**config.mk**
```make
export PLATFORM = sky130hd
export DESIGN_NAME = dts_sensor_status
export DESIGN_NICKNAME = d
export VERILOG_FILES = /design/src/hdl/dts_pkg.sv /design/src/hdl/dts_sensor_status.sv
export SDC_FILE = /design/constraint.sdc
export NUM_CORES = 1
export LEC_CHECK = 0
export ABC_AREA = 0
export BUFFER_PORTS_ARGS = -buffer_cell sky130_fd_sc_hd__buf_2
export CAP_MARGIN = 20
export CORE_ASPECT_RATIO = 1.2
export CORE_MARGIN = 3
export CORE_UTILIZATION = 30
export CTS_CLUSTER_DIAMETER = 30
export DETAILED_ROUTE_END_ITERATION = 8
export PLACE_DENSITY = 0.57
export SLEW_MARGIN = 0
export SYNTH_ARGS = -nofsm -noshare
export SYNTH_HDL_FRONTEND = slang
export SYNTH_SLANG_ARGS = --single-unit
```
**constraint.sdc**
```tcl
create_clock -name clk -period 2.69 [get_ports clk]
set_input_delay 0.538 -clock clk [delete_from_list [all_inputs] [get_ports clk]]
set_output_delay 0.538 -clock clk [all_outputs]
set_load 0.02 [all_outputs]
```
**src/hdl/dts_pkg.sv**
```systemverilog
// package: register layout, field positions and reset values of the thermal sensor status block
package dts_pkg;
   // model-specific register selectors (no offsets printed; index chosen locally)
   localparam logic [1:0] DTS_SEL_STATUS = 2'h0;
   localparam logic [1:0] DTS_SEL_INTCTL = 2'h1;
   // identification leaf fields
   localparam logic [7:0] DTS_ID_LEAF = 8'h06;
   localparam logic [3:0] DTS_NUM_THRESH = 4'h2;
   // status register bit positions
   localparam int DTS_ST_HOT = 0;
   localparam int DTS_ST_HOT_LOG = 1;
   localparam int DTS_ST_EXT = 2;
   localparam int DTS_ST_EXT_LOG = 3;
   localparam int DTS_ST_CRIT = 4;
   localparam int DTS_ST_CRIT_LOG = 5;
   localparam int DTS_ST_T1 = 6;
   localparam int DTS_ST_T1_LOG = 7;
   localparam int DTS_ST_T2 = 8;
   localparam int DTS_ST_T2_LOG = 9;
   localparam int DTS_ST_READ_LO = 16;
   localparam int DTS_ST_RES_LO = 27;
   localparam int DTS_ST_VALID = 31;
   // interrupt control bit positions
   localparam int DTS_IC_HIGH_EN = 0;
   localparam int DTS_IC_LOW_EN = 1;
   localparam int DTS_IC_HOT_EN = 2;
   localparam int DTS_IC_FORCE_EN = 3;
   localparam int DTS_IC_CRIT_EN = 4;
   localparam int DTS_IC_T1_LO = 8;
   localparam int DTS_IC_T1_DIS = 15;
   localparam int DTS_IC_T2_LO = 16;
   localparam int DTS_IC_T2_DIS = 23;
   // reset value of the interrupt control register: all enables off
   localparam logic [63:0] DTS_IC_RESET = 64'h0000_0000_0080_8000;
   localparam logic [63:0] DTS_IC_MASK = 64'h0000_0000_00FF_FF1F;

   // sensor inputs travel together
   typedef struct packed {
      logic hot;
      logic platHot;
      logic forcedThrottle;
      logic crit;
      logic valid;
      logic [6:0] readout;
      logic [3:0] resolution;
   } dts_sense_t;

   // register access request
   typedef struct packed {
      logic rd;
      logic wr;
      logic [1:0] sel;
      logic [63:0] wdata;
   } dts_req_t;
endpackage

```
**src/hdl/dts_sensor_status.sv**
```systemverilog
// thermal sensor status, threshold compare and thermal interrupt request logic
`timescale 1ns/1ps
module dts_sensor_status (
   input wire logic clk,
   input wire logic rst,
   input dts_pkg::dts_sense_t sense,
   input wire logic bidirHotEn,
   input dts_pkg::dts_req_t req,
   input wire logic [7:0] idLeaf,
   output logic [63:0] rdata_q,
   output logic rvalid_q,
   output logic idSupport_q,
   output logic [3:0] idThreshCount_q,
   output logic thermIrq_q
);
   import dts_pkg::*;

   ////////////////////////////////////////////////////////////////////////
   // helpers

   // smaller readout means hotter, so "at or above" is readout <= value
   function automatic logic atOrAbove(input logic [6:0] rd, input logic [6:0] th);
      atOrAbove = (rd <= th);
   endfunction

   // zero-write clear of a sticky bit, unless a set arrives the same cycle
   function automatic logic stickyNext(input logic cur, input logic setEv, input logic clrEv);
      stickyNext = setEv | (cur & ~clrEv);
   endfunction

   ////////////////////////////////////////////////////////////////////////
   // live conditions

   logic [63:0] intCtl_q;
   logic hotLog_q, extLog_q, critLog_q, t1Log_q, t2Log_q;
   logic hotPrev_q, extHotPrev_q, forcePrev_q, critPrev_q, t1Prev_q, t2Prev_q;
   logic extHot, extAny, t1Now, t2Now, stWr;
   logic [6:0] readout;

   // readout is saturated at zero by the sensor itself; hotter goes to crit
   assign readout = sense.readout;
   assign extHot = sense.platHot & bidirHotEn;
   assign extAny = sense.platHot | sense.forcedThrottle;
   // compare only while the reading is meaningful, else stale data would set logs
   assign t1Now = sense.valid & atOrAbove(readout, intCtl_q[DTS_IC_T1_LO +: 7]);
   assign t2Now = sense.valid & atOrAbove(readout, intCtl_q[DTS_IC_T2_LO +: 7]);
   assign stWr = req.wr & (req.sel == DTS_SEL_STATUS);

   ////////////////////////////////////////////////////////////////////////
   // interrupt control register

   always_ff @(posedge clk or posedge rst) begin
      if (rst) begin
         intCtl_q <= DTS_IC_RESET;
      end else if (req.wr && req.sel == DTS_SEL_INTCTL) begin
         intCtl_q <= req.wdata & DTS_IC_MASK;
      end
   end

   ////////////////////////////////////////////////////////////////////////
   // sticky log bits; a one written leaves them alone

   always_ff @(posedge clk or posedge rst) begin
      if (rst) begin
         hotLog_q <= 1'b0;
         extLog_q <= 1'b0;
         critLog_q <= 1'b0;
         t1Log_q <= 1'b0;
         t2Log_q <= 1'b0;
      end else begin
         hotLog_q <= stickyNext(hotLog_q, sense.hot,
                                stWr & ~req.wdata[DTS_ST_HOT_LOG]);
         extLog_q <= stickyNext(extLog_q, extHot | sense.forcedThrottle,
                                stWr & ~req.wdata[DTS_ST_EXT_LOG]);
         critLog_q <= stickyNext(critLog_q, sense.crit,
                                 stWr & ~req.wdata[DTS_ST_CRIT_LOG]);
         t1Log_q <= stickyNext(t1Log_q, t1Now, stWr & ~req.wdata[DTS_ST_T1_LOG]);
         t2Log_q <= stickyNext(t2Log_q, t2Now, stWr & ~req.wdata[DTS_ST_T2_LOG]);
      end
   end

   ////////////////////////////////////////////////////////////////////////
   // previous values for edge detection

   always_ff @(posedge clk or posedge rst) begin
      if (rst) begin
         hotPrev_q <= 1'b0;
         extHotPrev_q <= 1'b0;
         forcePrev_q <= 1'b0;
         critPrev_q <= 1'b0;
         t1Prev_q <= 1'b0;
         t2Prev_q <= 1'b0;
      end else begin
         hotPrev_q <= sense.hot;
         extHotPrev_q <= extHot;
         forcePrev_q <= sense.forcedThrottle;
         critPrev_q <= sense.crit;
         t1Prev_q <= t1Now;
         t2Prev_q <= t2Now;
      end
   end

   ////////////////////////////////////////////////////////////////////////
   // single shared thermal interrupt request

   logic irqD;
   always_comb begin
      irqD = 1'b0;
      if (intCtl_q[DTS_IC_HIGH_EN] && sense.hot && !hotPrev_q) irqD = 1'b1;
      if (intCtl_q[DTS_IC_LOW_EN] && !sense.hot && hotPrev_q) irqD = 1'b1;
      if (intCtl_q[DTS_IC_HOT_EN] && extHot && !extHotPrev_q) irqD = 1'b1;
      if (intCtl_q[DTS_IC_FORCE_EN] && sense.forcedThrottle && !forcePrev_q) irqD = 1'b1;
      if (intCtl_q[DTS_IC_CRIT_EN] && sense.crit && !critPrev_q) irqD = 1'b1;
      if (!intCtl_q[DTS_IC_T1_DIS] && (t1Now != t1Prev_q)) irqD = 1'b1;
      if (!intCtl_q[DTS_IC_T2_DIS] && (t2Now != t2Prev_q)) irqD = 1'b1;
   end

   always_ff @(posedge clk or posedge rst) begin
      if (rst) begin
         thermIrq_q <= 1'b0;
      end else begin
         thermIrq_q <= irqD;
      end
   end

   ////////////////////////////////////////////////////////////////////////
   // status word assembly and read port

   logic [63:0] statusWord;
   always_comb begin
      statusWord = 64'h0;
      statusWord[DTS_ST_HOT] = sense.hot;
      statusWord[DTS_ST_HOT_LOG] = hotLog_q;
      statusWord[DTS_ST_EXT] = extAny;
      statusWord[DTS_ST_EXT_LOG] = extLog_q;
      statusWord[DTS_ST_CRIT] = sense.crit;
      statusWord[DTS_ST_CRIT_LOG] = critLog_q;
      statusWord[DTS_ST_T1] = t1Now;
      statusWord[DTS_ST_T1_LOG] = t1Log_q;
      statusWord[DTS_ST_T2] = t2Now;
      statusWord[DTS_ST_T2_LOG] = t2Log_q;
      statusWord[DTS_ST_READ_LO +: 7] = readout;
      statusWord[DTS_ST_RES_LO +: 4] = sense.resolution;
      statusWord[DTS_ST_VALID] = sense.valid;
   end

   // reads answer one cycle later; unknown selectors read as zero
   always_ff @(posedge clk or posedge rst) begin
      if (rst) begin
         rdata_q <= 64'h0;
         rvalid_q <= 1'b0;
      end else begin
         rvalid_q <= req.rd;
         if (req.rd && req.sel == DTS_SEL_STATUS) begin
            rdata_q <= statusWord;
         end else if (req.rd && req.sel == DTS_SEL_INTCTL) begin
            rdata_q <= intCtl_q;
         end else if (req.rd) begin
            rdata_q <= 64'h0;
         end
      end
   end

   ////////////////////////////////////////////////////////////////////////
   // identification leaf answer; threshold count shown only for the sensor leaf

   always_ff @(posedge clk or posedge rst) begin
      if (rst) begin
         idSupport_q <= 1'b0;
         idThreshCount_q <= 4'h0;
      end else begin
         idSupport_q <= (idLeaf == DTS_ID_LEAF);
         idThreshCount_q <= (idLeaf == DTS_ID_LEAF) ? DTS_NUM_THRESH : 4'h0;
      end
   end

   ////////////////////////////////////////////////////////////////////////
   // checks

   property p_hotLogSet;
      @(posedge clk) disable iff (rst) sense.hot |=> hotLog_q;
   endproperty
   a_hotLogSet: assert property (p_hotLogSet) else $error("hot log not set");

   property p_logClear;
      @(posedge clk) disable iff (rst)
         stWr && !req.wdata[DTS_ST_CRIT_LOG] && !sense.crit |=> !critLog_q;
   endproperty
   a_logClear: assert property (p_logClear) else $error("crit log not cleared");

   property p_logKeep;
      @(posedge clk) disable iff (rst)
         t1Log_q && !(stWr && !req.wdata[DTS_ST_T1_LOG]) |=> t1Log_q;
   endproperty
   a_logKeep: assert property (p_logKeep) else $error("t1 log dropped");

   property p_t2Log;
      @(posedge clk) disable iff (rst) t2Now |=> t2Log_q;
   endproperty
   a_t2Log: assert property (p_t2Log) else $error("t2 log not set");

   property p_extLog;
      @(posedge clk) disable iff (rst)
         sense.platHot && !bidirHotEn && !sense.forcedThrottle && !extLog_q
         && !stWr |=> !extLog_q;
   endproperty
   a_extLog: assert property (p_extLog) else $error("ext log set without bidir");

   property p_t1Irq;
      @(posedge clk) disable iff (rst)
         !intCtl_q[DTS_IC_T1_DIS] && (t1Now != t1Prev_q) |=> thermIrq_q;
   endproperty
   a_t1Irq: assert property (p_t1Irq) else $error("t1 crossing irq missing");

   property p_irqPulse;
      @(posedge clk) disable iff (rst)
         thermIrq_q && $stable(sense) && $stable(intCtl_q) |=> !thermIrq_q;
   endproperty
   a_irqPulse: assert property (p_irqPulse) else $error("irq not one cycle");

   property p_highIrq;
      @(posedge clk) disable iff (rst)
         intCtl_q[DTS_IC_HIGH_EN] && $rose(sense.hot) |=> thermIrq_q;
   endproperty
   a_highIrq: assert property (p_highIrq) else $error("high temp irq missing");

   property p_critIrq;
      @(posedge clk) disable iff (rst)
         intCtl_q[DTS_IC_CRIT_EN] && $rose(sense.crit) |=> thermIrq_q;
   endproperty
   a_critIrq: assert property (p_critIrq) else $error("crit irq missing");

   property p_readStatus;
      @(posedge clk) disable iff (rst)
         req.rd && req.sel == DTS_SEL_STATUS
         |=> rvalid_q && rdata_q[DTS_ST_HOT] == $past(sense.hot);
   endproperty
   a_readStatus: assert property (p_readStatus) else $error("status read wrong");

   property p_readExt;
      @(posedge clk) disable iff (rst) req.rd && req.sel == DTS_SEL_STATUS
         |=> rdata_q[DTS_ST_EXT] == $past(sense.platHot | sense.forcedThrottle);
   endproperty
   a_readExt: assert property (p_readExt) else $error("external status read wrong");

   property p_readField;
      @(posedge clk) disable iff (rst) req.rd && req.sel == DTS_SEL_STATUS
         |=> rdata_q[DTS_ST_READ_LO +: 7] == $past(sense.readout)
         && rdata_q[DTS_ST_RES_LO +: 4] == $past(sense.resolution);
   endproperty
   a_readField: assert property (p_readField) else $error("readout fields wrong");

   property p_readValid;
      @(posedge clk) disable iff (rst) req.rd && req.sel == DTS_SEL_STATUS
         |=> rdata_q[DTS_ST_VALID] == $past(sense.valid);
   endproperty
   a_readValid: assert property (p_readValid) else $error("valid flag wrong");

   // status compare written out directly so a broken helper function is caught
   property p_t1Status;
      @(posedge clk) disable iff (rst) req.rd && req.sel == DTS_SEL_STATUS
         |=> rdata_q[DTS_ST_T1]
             == $past(sense.valid && sense.readout <= intCtl_q[DTS_IC_T1_LO +: 7]);
   endproperty
   a_t1Status: assert property (p_t1Status) else $error("t1 status wrong");

   property p_lowIrq;
      @(posedge clk) disable iff (rst)
         intCtl_q[DTS_IC_LOW_EN] && $fell(sense.hot) |=> thermIrq_q;
   endproperty
   a_lowIrq: assert property (p_lowIrq) else $error("low temp irq missing");

   property p_hotIrq;
      @(posedge clk) disable iff (rst)
         intCtl_q[DTS_IC_HOT_EN] && bidirHotEn && $rose(sense.platHot) |=> thermIrq_q;
   endproperty
   a_hotIrq: assert property (p_hotIrq) else $error("platform hot irq missing");

   property p_forceIrq;
      @(posedge clk) disable iff (rst)
         intCtl_q[DTS_IC_FORCE_EN] && $rose(sense.forcedThrottle) |=> thermIrq_q;
   endproperty
   a_forceIrq: assert property (p_forceIrq) else $error("forced throttle irq missing");

   property p_t2Irq;
      @(posedge clk) disable iff (rst)
         !intCtl_q[DTS_IC_T2_DIS] && $changed(t2Now) |=> thermIrq_q;
   endproperty
   a_t2Irq: assert property (p_t2Irq) else $error("t2 crossing irq missing");

   property p_idAnswer;
      @(posedge clk) disable iff (rst)
         idLeaf == DTS_ID_LEAF |=> idSupport_q && idThreshCount_q == DTS_NUM_THRESH;
   endproperty
   a_idAnswer: assert property (p_idAnswer) else $error("identification answer wrong");

   c_t1Cross: cover property (@(posedge clk) disable iff (rst) $rose(t1Now) ##1 thermIrq_q);
   c_t2Cross: cover property (@(posedge clk) disable iff (rst) $changed(t2Now) ##1 thermIrq_q);
   c_forceIrq: cover property (@(posedge clk) disable iff (rst)
      $rose(sense.forcedThrottle) ##1 thermIrq_q);
   c_logClr: cover property (@(posedge clk) disable iff (rst) hotLog_q ##1 !hotLog_q);
   c_critIrq: cover property (@(posedge clk) disable iff (rst) $rose(sense.crit) ##1 thermIrq_q);
endmodule

```
==> flow_summary.json <==
{
  "status": "complete, no violations",
  "hold_path.class": "in -> async",
  "crit_path_cell_trace": "inv_1, ha_1, a21oi_1, o21ai_0, o21bai_1, mux2i_1, o221ai_1",
  "seq_area_frac_synth": 0.4789,
  "drv_cap": 0,
  "postSynthCellCount": 311,
  "diodes": 0,
  "coreArea_um2": 10720,
  "seqCellArea_um2": 1604,
  "syn_area_um2": 3349,
  "place.port_buffers": 86,
  "utilization": 0.3760,
  "nets": 509,
  "grt_pass1_vias": 2402,
  "arrival_ps": 2030,
  "detail-route-antenna-nets": 0,
  "synth_edf_count": 0,
  "yosysTopAreaCell": "dfrtp_1",
  "startpoint_type": "flop",
  "power_density_nw_per_um2": 695.4,
  "setup_viol": 0,
  "io_pins": 166,
  "yosysMostFrequentCell": "dfrtp_1",
  "cts_hold_buf": 0,
  "dp_hpwl_um": 5762,
  "via_per_inst": 4.474,
  "maxSlewViolCount": 0,
  "crit_path_end_kind": "flop",
  "crit_path_top_delay_cell": "dfrtp_1",
  "grt_pass1_wl_um": 12390,
  "wl_per_cell_um": 14.68,
  "leakage_nw": 2.109,
  "busiest_layer": "met2",
  "synth_seq_cells": 64,
  "synth-async-reset-ratio": 1.000,
  "synth_commonest_cells": "dfrtp_1, inv_1, buf_4, o21ai_0, mux2_4",
  "drc_errors": 0,
  "clk_latency_ps": 320,
  "firstDrtPassIters": 4,
  "vias": 2389,
  "synthToLayoutAreaGrowth_pct": 20.36,
  "grt_max_degree": 65,
  "timing.final.crit_period_ps": 1862,
  "cts_tree": "yes",
  "slew_headroom": 0.5271,
  "ctsResizeCount": 0,
  "synth_warnings": 0,
  "drt-initial-drc-count": 93,
  "drive_gt1_frac": 0.3160,
  "avgSynthCellArea_um2": 10.77,
  "die_h_um": 121.8,
  "grtUsageMet3": 0.04066,
  "grt_use_total": 0.1320,
  "fillers": 1090,
  "synth_area_leaders": "dfrtp_1, buf_4, mux2_4",
  "irDropWorstVdd_uv": 264.1,
  "antenna_found_initial": 0,
  "grt_remaining_overflow": 0,
  "die-area_um2": 12470,
  "path_max_fanout": 3,
  "grt.met1_usage": 0.1702,
  "die_w_um": 102.5,
  "clockBufferDepth": 2,
  "tightest_slew_ps": 709.4,
  "power_w": 0.002803,
  "worstPathRequired_ps": 2850,
  "tns_ps": 0,
  "cts_root_buffer": "clkbuf_16",
  "final_hold_viol_count": 0,
  "h-tree-depth": 3,
  "cts_setup_buffers": 0,
  "cp.buffers_inverters": 1,
  "max_freq_mhz": 537.2,
  "r2r-start": "intCtl_q[22]$_DFFE_PP0P_",
  "synth_top_area_frac": 0.4632,
  "finalCritPeriodShare": 0.6920,
  "num_rows": 41,
  "multi_input_comb_area_um2": 1361,
  "numCtsBuffers": 9,
  "ys.flop_type": "dfrtp_1",
  "crit_family": "compound AO/OA/AOI/OAI gates",
  "crit_start": "intCtl_q[22]$_DFFE_PP0P_",
  "clkTransAtPathRegs_ps": 50,
  "crit_type": "reg -> reg",
  "grt_use_met2": 0.2056,
  "skew_ps": 4.715,
  "critPathMaxStageDelay_ps": 390,
  "clock_sinks": 64,
  "start_util": 0.3124,
  "drt-total-wl_um": 7841,
  "yosysUniqueCellTypes": 36,
  "gp_congestion": 0.7170,
  "rsz0062_at_grt": "no"
}
## cells by family (layout without fill, tap and decap cells)
kind of cell,after synthesis,count (layout),synth area share
buffers and inverters,93,150,0.1561
adder cells (fa/ha/maj),14,14,0.05230
multiplexers,35,35,0.1349
AO/OA/AOI/OAI,52,52,0.08891
AND/OR/NAND/NOR,52,52,0.08779
other,1,38,0.001120
flip-flops,64,64,0.4789
## cells in the final DEF (no fill, tap or decap), types with 9 or more instances in the layout
cell type and n:
clkbuf_16 9, mux2i_1 14, inv_1 42, dfrtp_1 62, mux2_4 20, o21ai_0 23
o22ai_1 14, conb_1 38, ha_1 14, nand3_1 17, buf_2 86
## power by group
group	total (W)	leakage [nW]	switching [W]	internal, W
combinational	0.000598	1.20	0.000336	0.000262
sequential	0.00118	0.785	0.0000871	0.00109
clock	0.00103	0.128	0.000380	0.000648
## sequential cells by signal, summed over array words and instances, names as in the netlist
signal and flops:
critLog_q 1, critPrev_q 1, extHotPrev_q 1, extLog_q 1
forcePrev_q 1, hotLog_q 1, hotPrev_q 1, idThreshCount_q 1
intCtl_q 21, rdata_q 29, rvalid_q 1, t1Log_q 1
t1Prev_q 1, t2Log_q 1, t2Prev_q 1, thermIrq_q 1
## path summary, 6_finish.rpt
check	to	slack (ps)	cells after the start
max in group asynchronous	intCtl_q[15]$_DFFE_PP1P_	2090	3
min reg2reg	rdata_q[5]$_DFFE_PP0P_	510	2
max	thermIrq_q$_DFF_PP0_	830	7
min	rdata_q[29]$_DFFE_PP0P_	270	3
min in group clk	hotPrev_q$_DFF_PP0_	370	1
max reg2reg	thermIrq_q$_DFF_PP0_	830	7
## final cells by class
class                      count  share of cell area
clock buffer                  15             0.06394
clock inverter                 1            0.001241
inverter                      43             0.04004
multi-input combinational    191              0.3377
sequential                    64              0.3979
tap                          129             0.04004
timing repair buffer          91              0.1192
## metal layers
metal,vias up,part of all wire
li1,1153,-
met1,1133,0.44
met2,92,0.48
met3,11,0.066
met4,0,0.018
met5,-,0
## per-stage QoR
step / area [um2] / setup WS [ps] / hold WS, ps / std cells
global placement: 3769 / 611.4 / 483.5 / 518
CTS: 4031 / 818.8 / 286.4 / 534
global route: 4031 / 682.9 / 302.9 / 534
finish: 4031 / 828.5 / 269.7 / 534
floorplan: 3488 / 557.2 / 463.5 / 348
detailed placement: 3769 / 578.4 / 486.8 / 518
## tightest hold or removal path, stage by stage
cell and delay, ps:
buf_2 100, inv_2 60, buf_12 300
No activity file was read; power rests on OpenSTA's default activity.
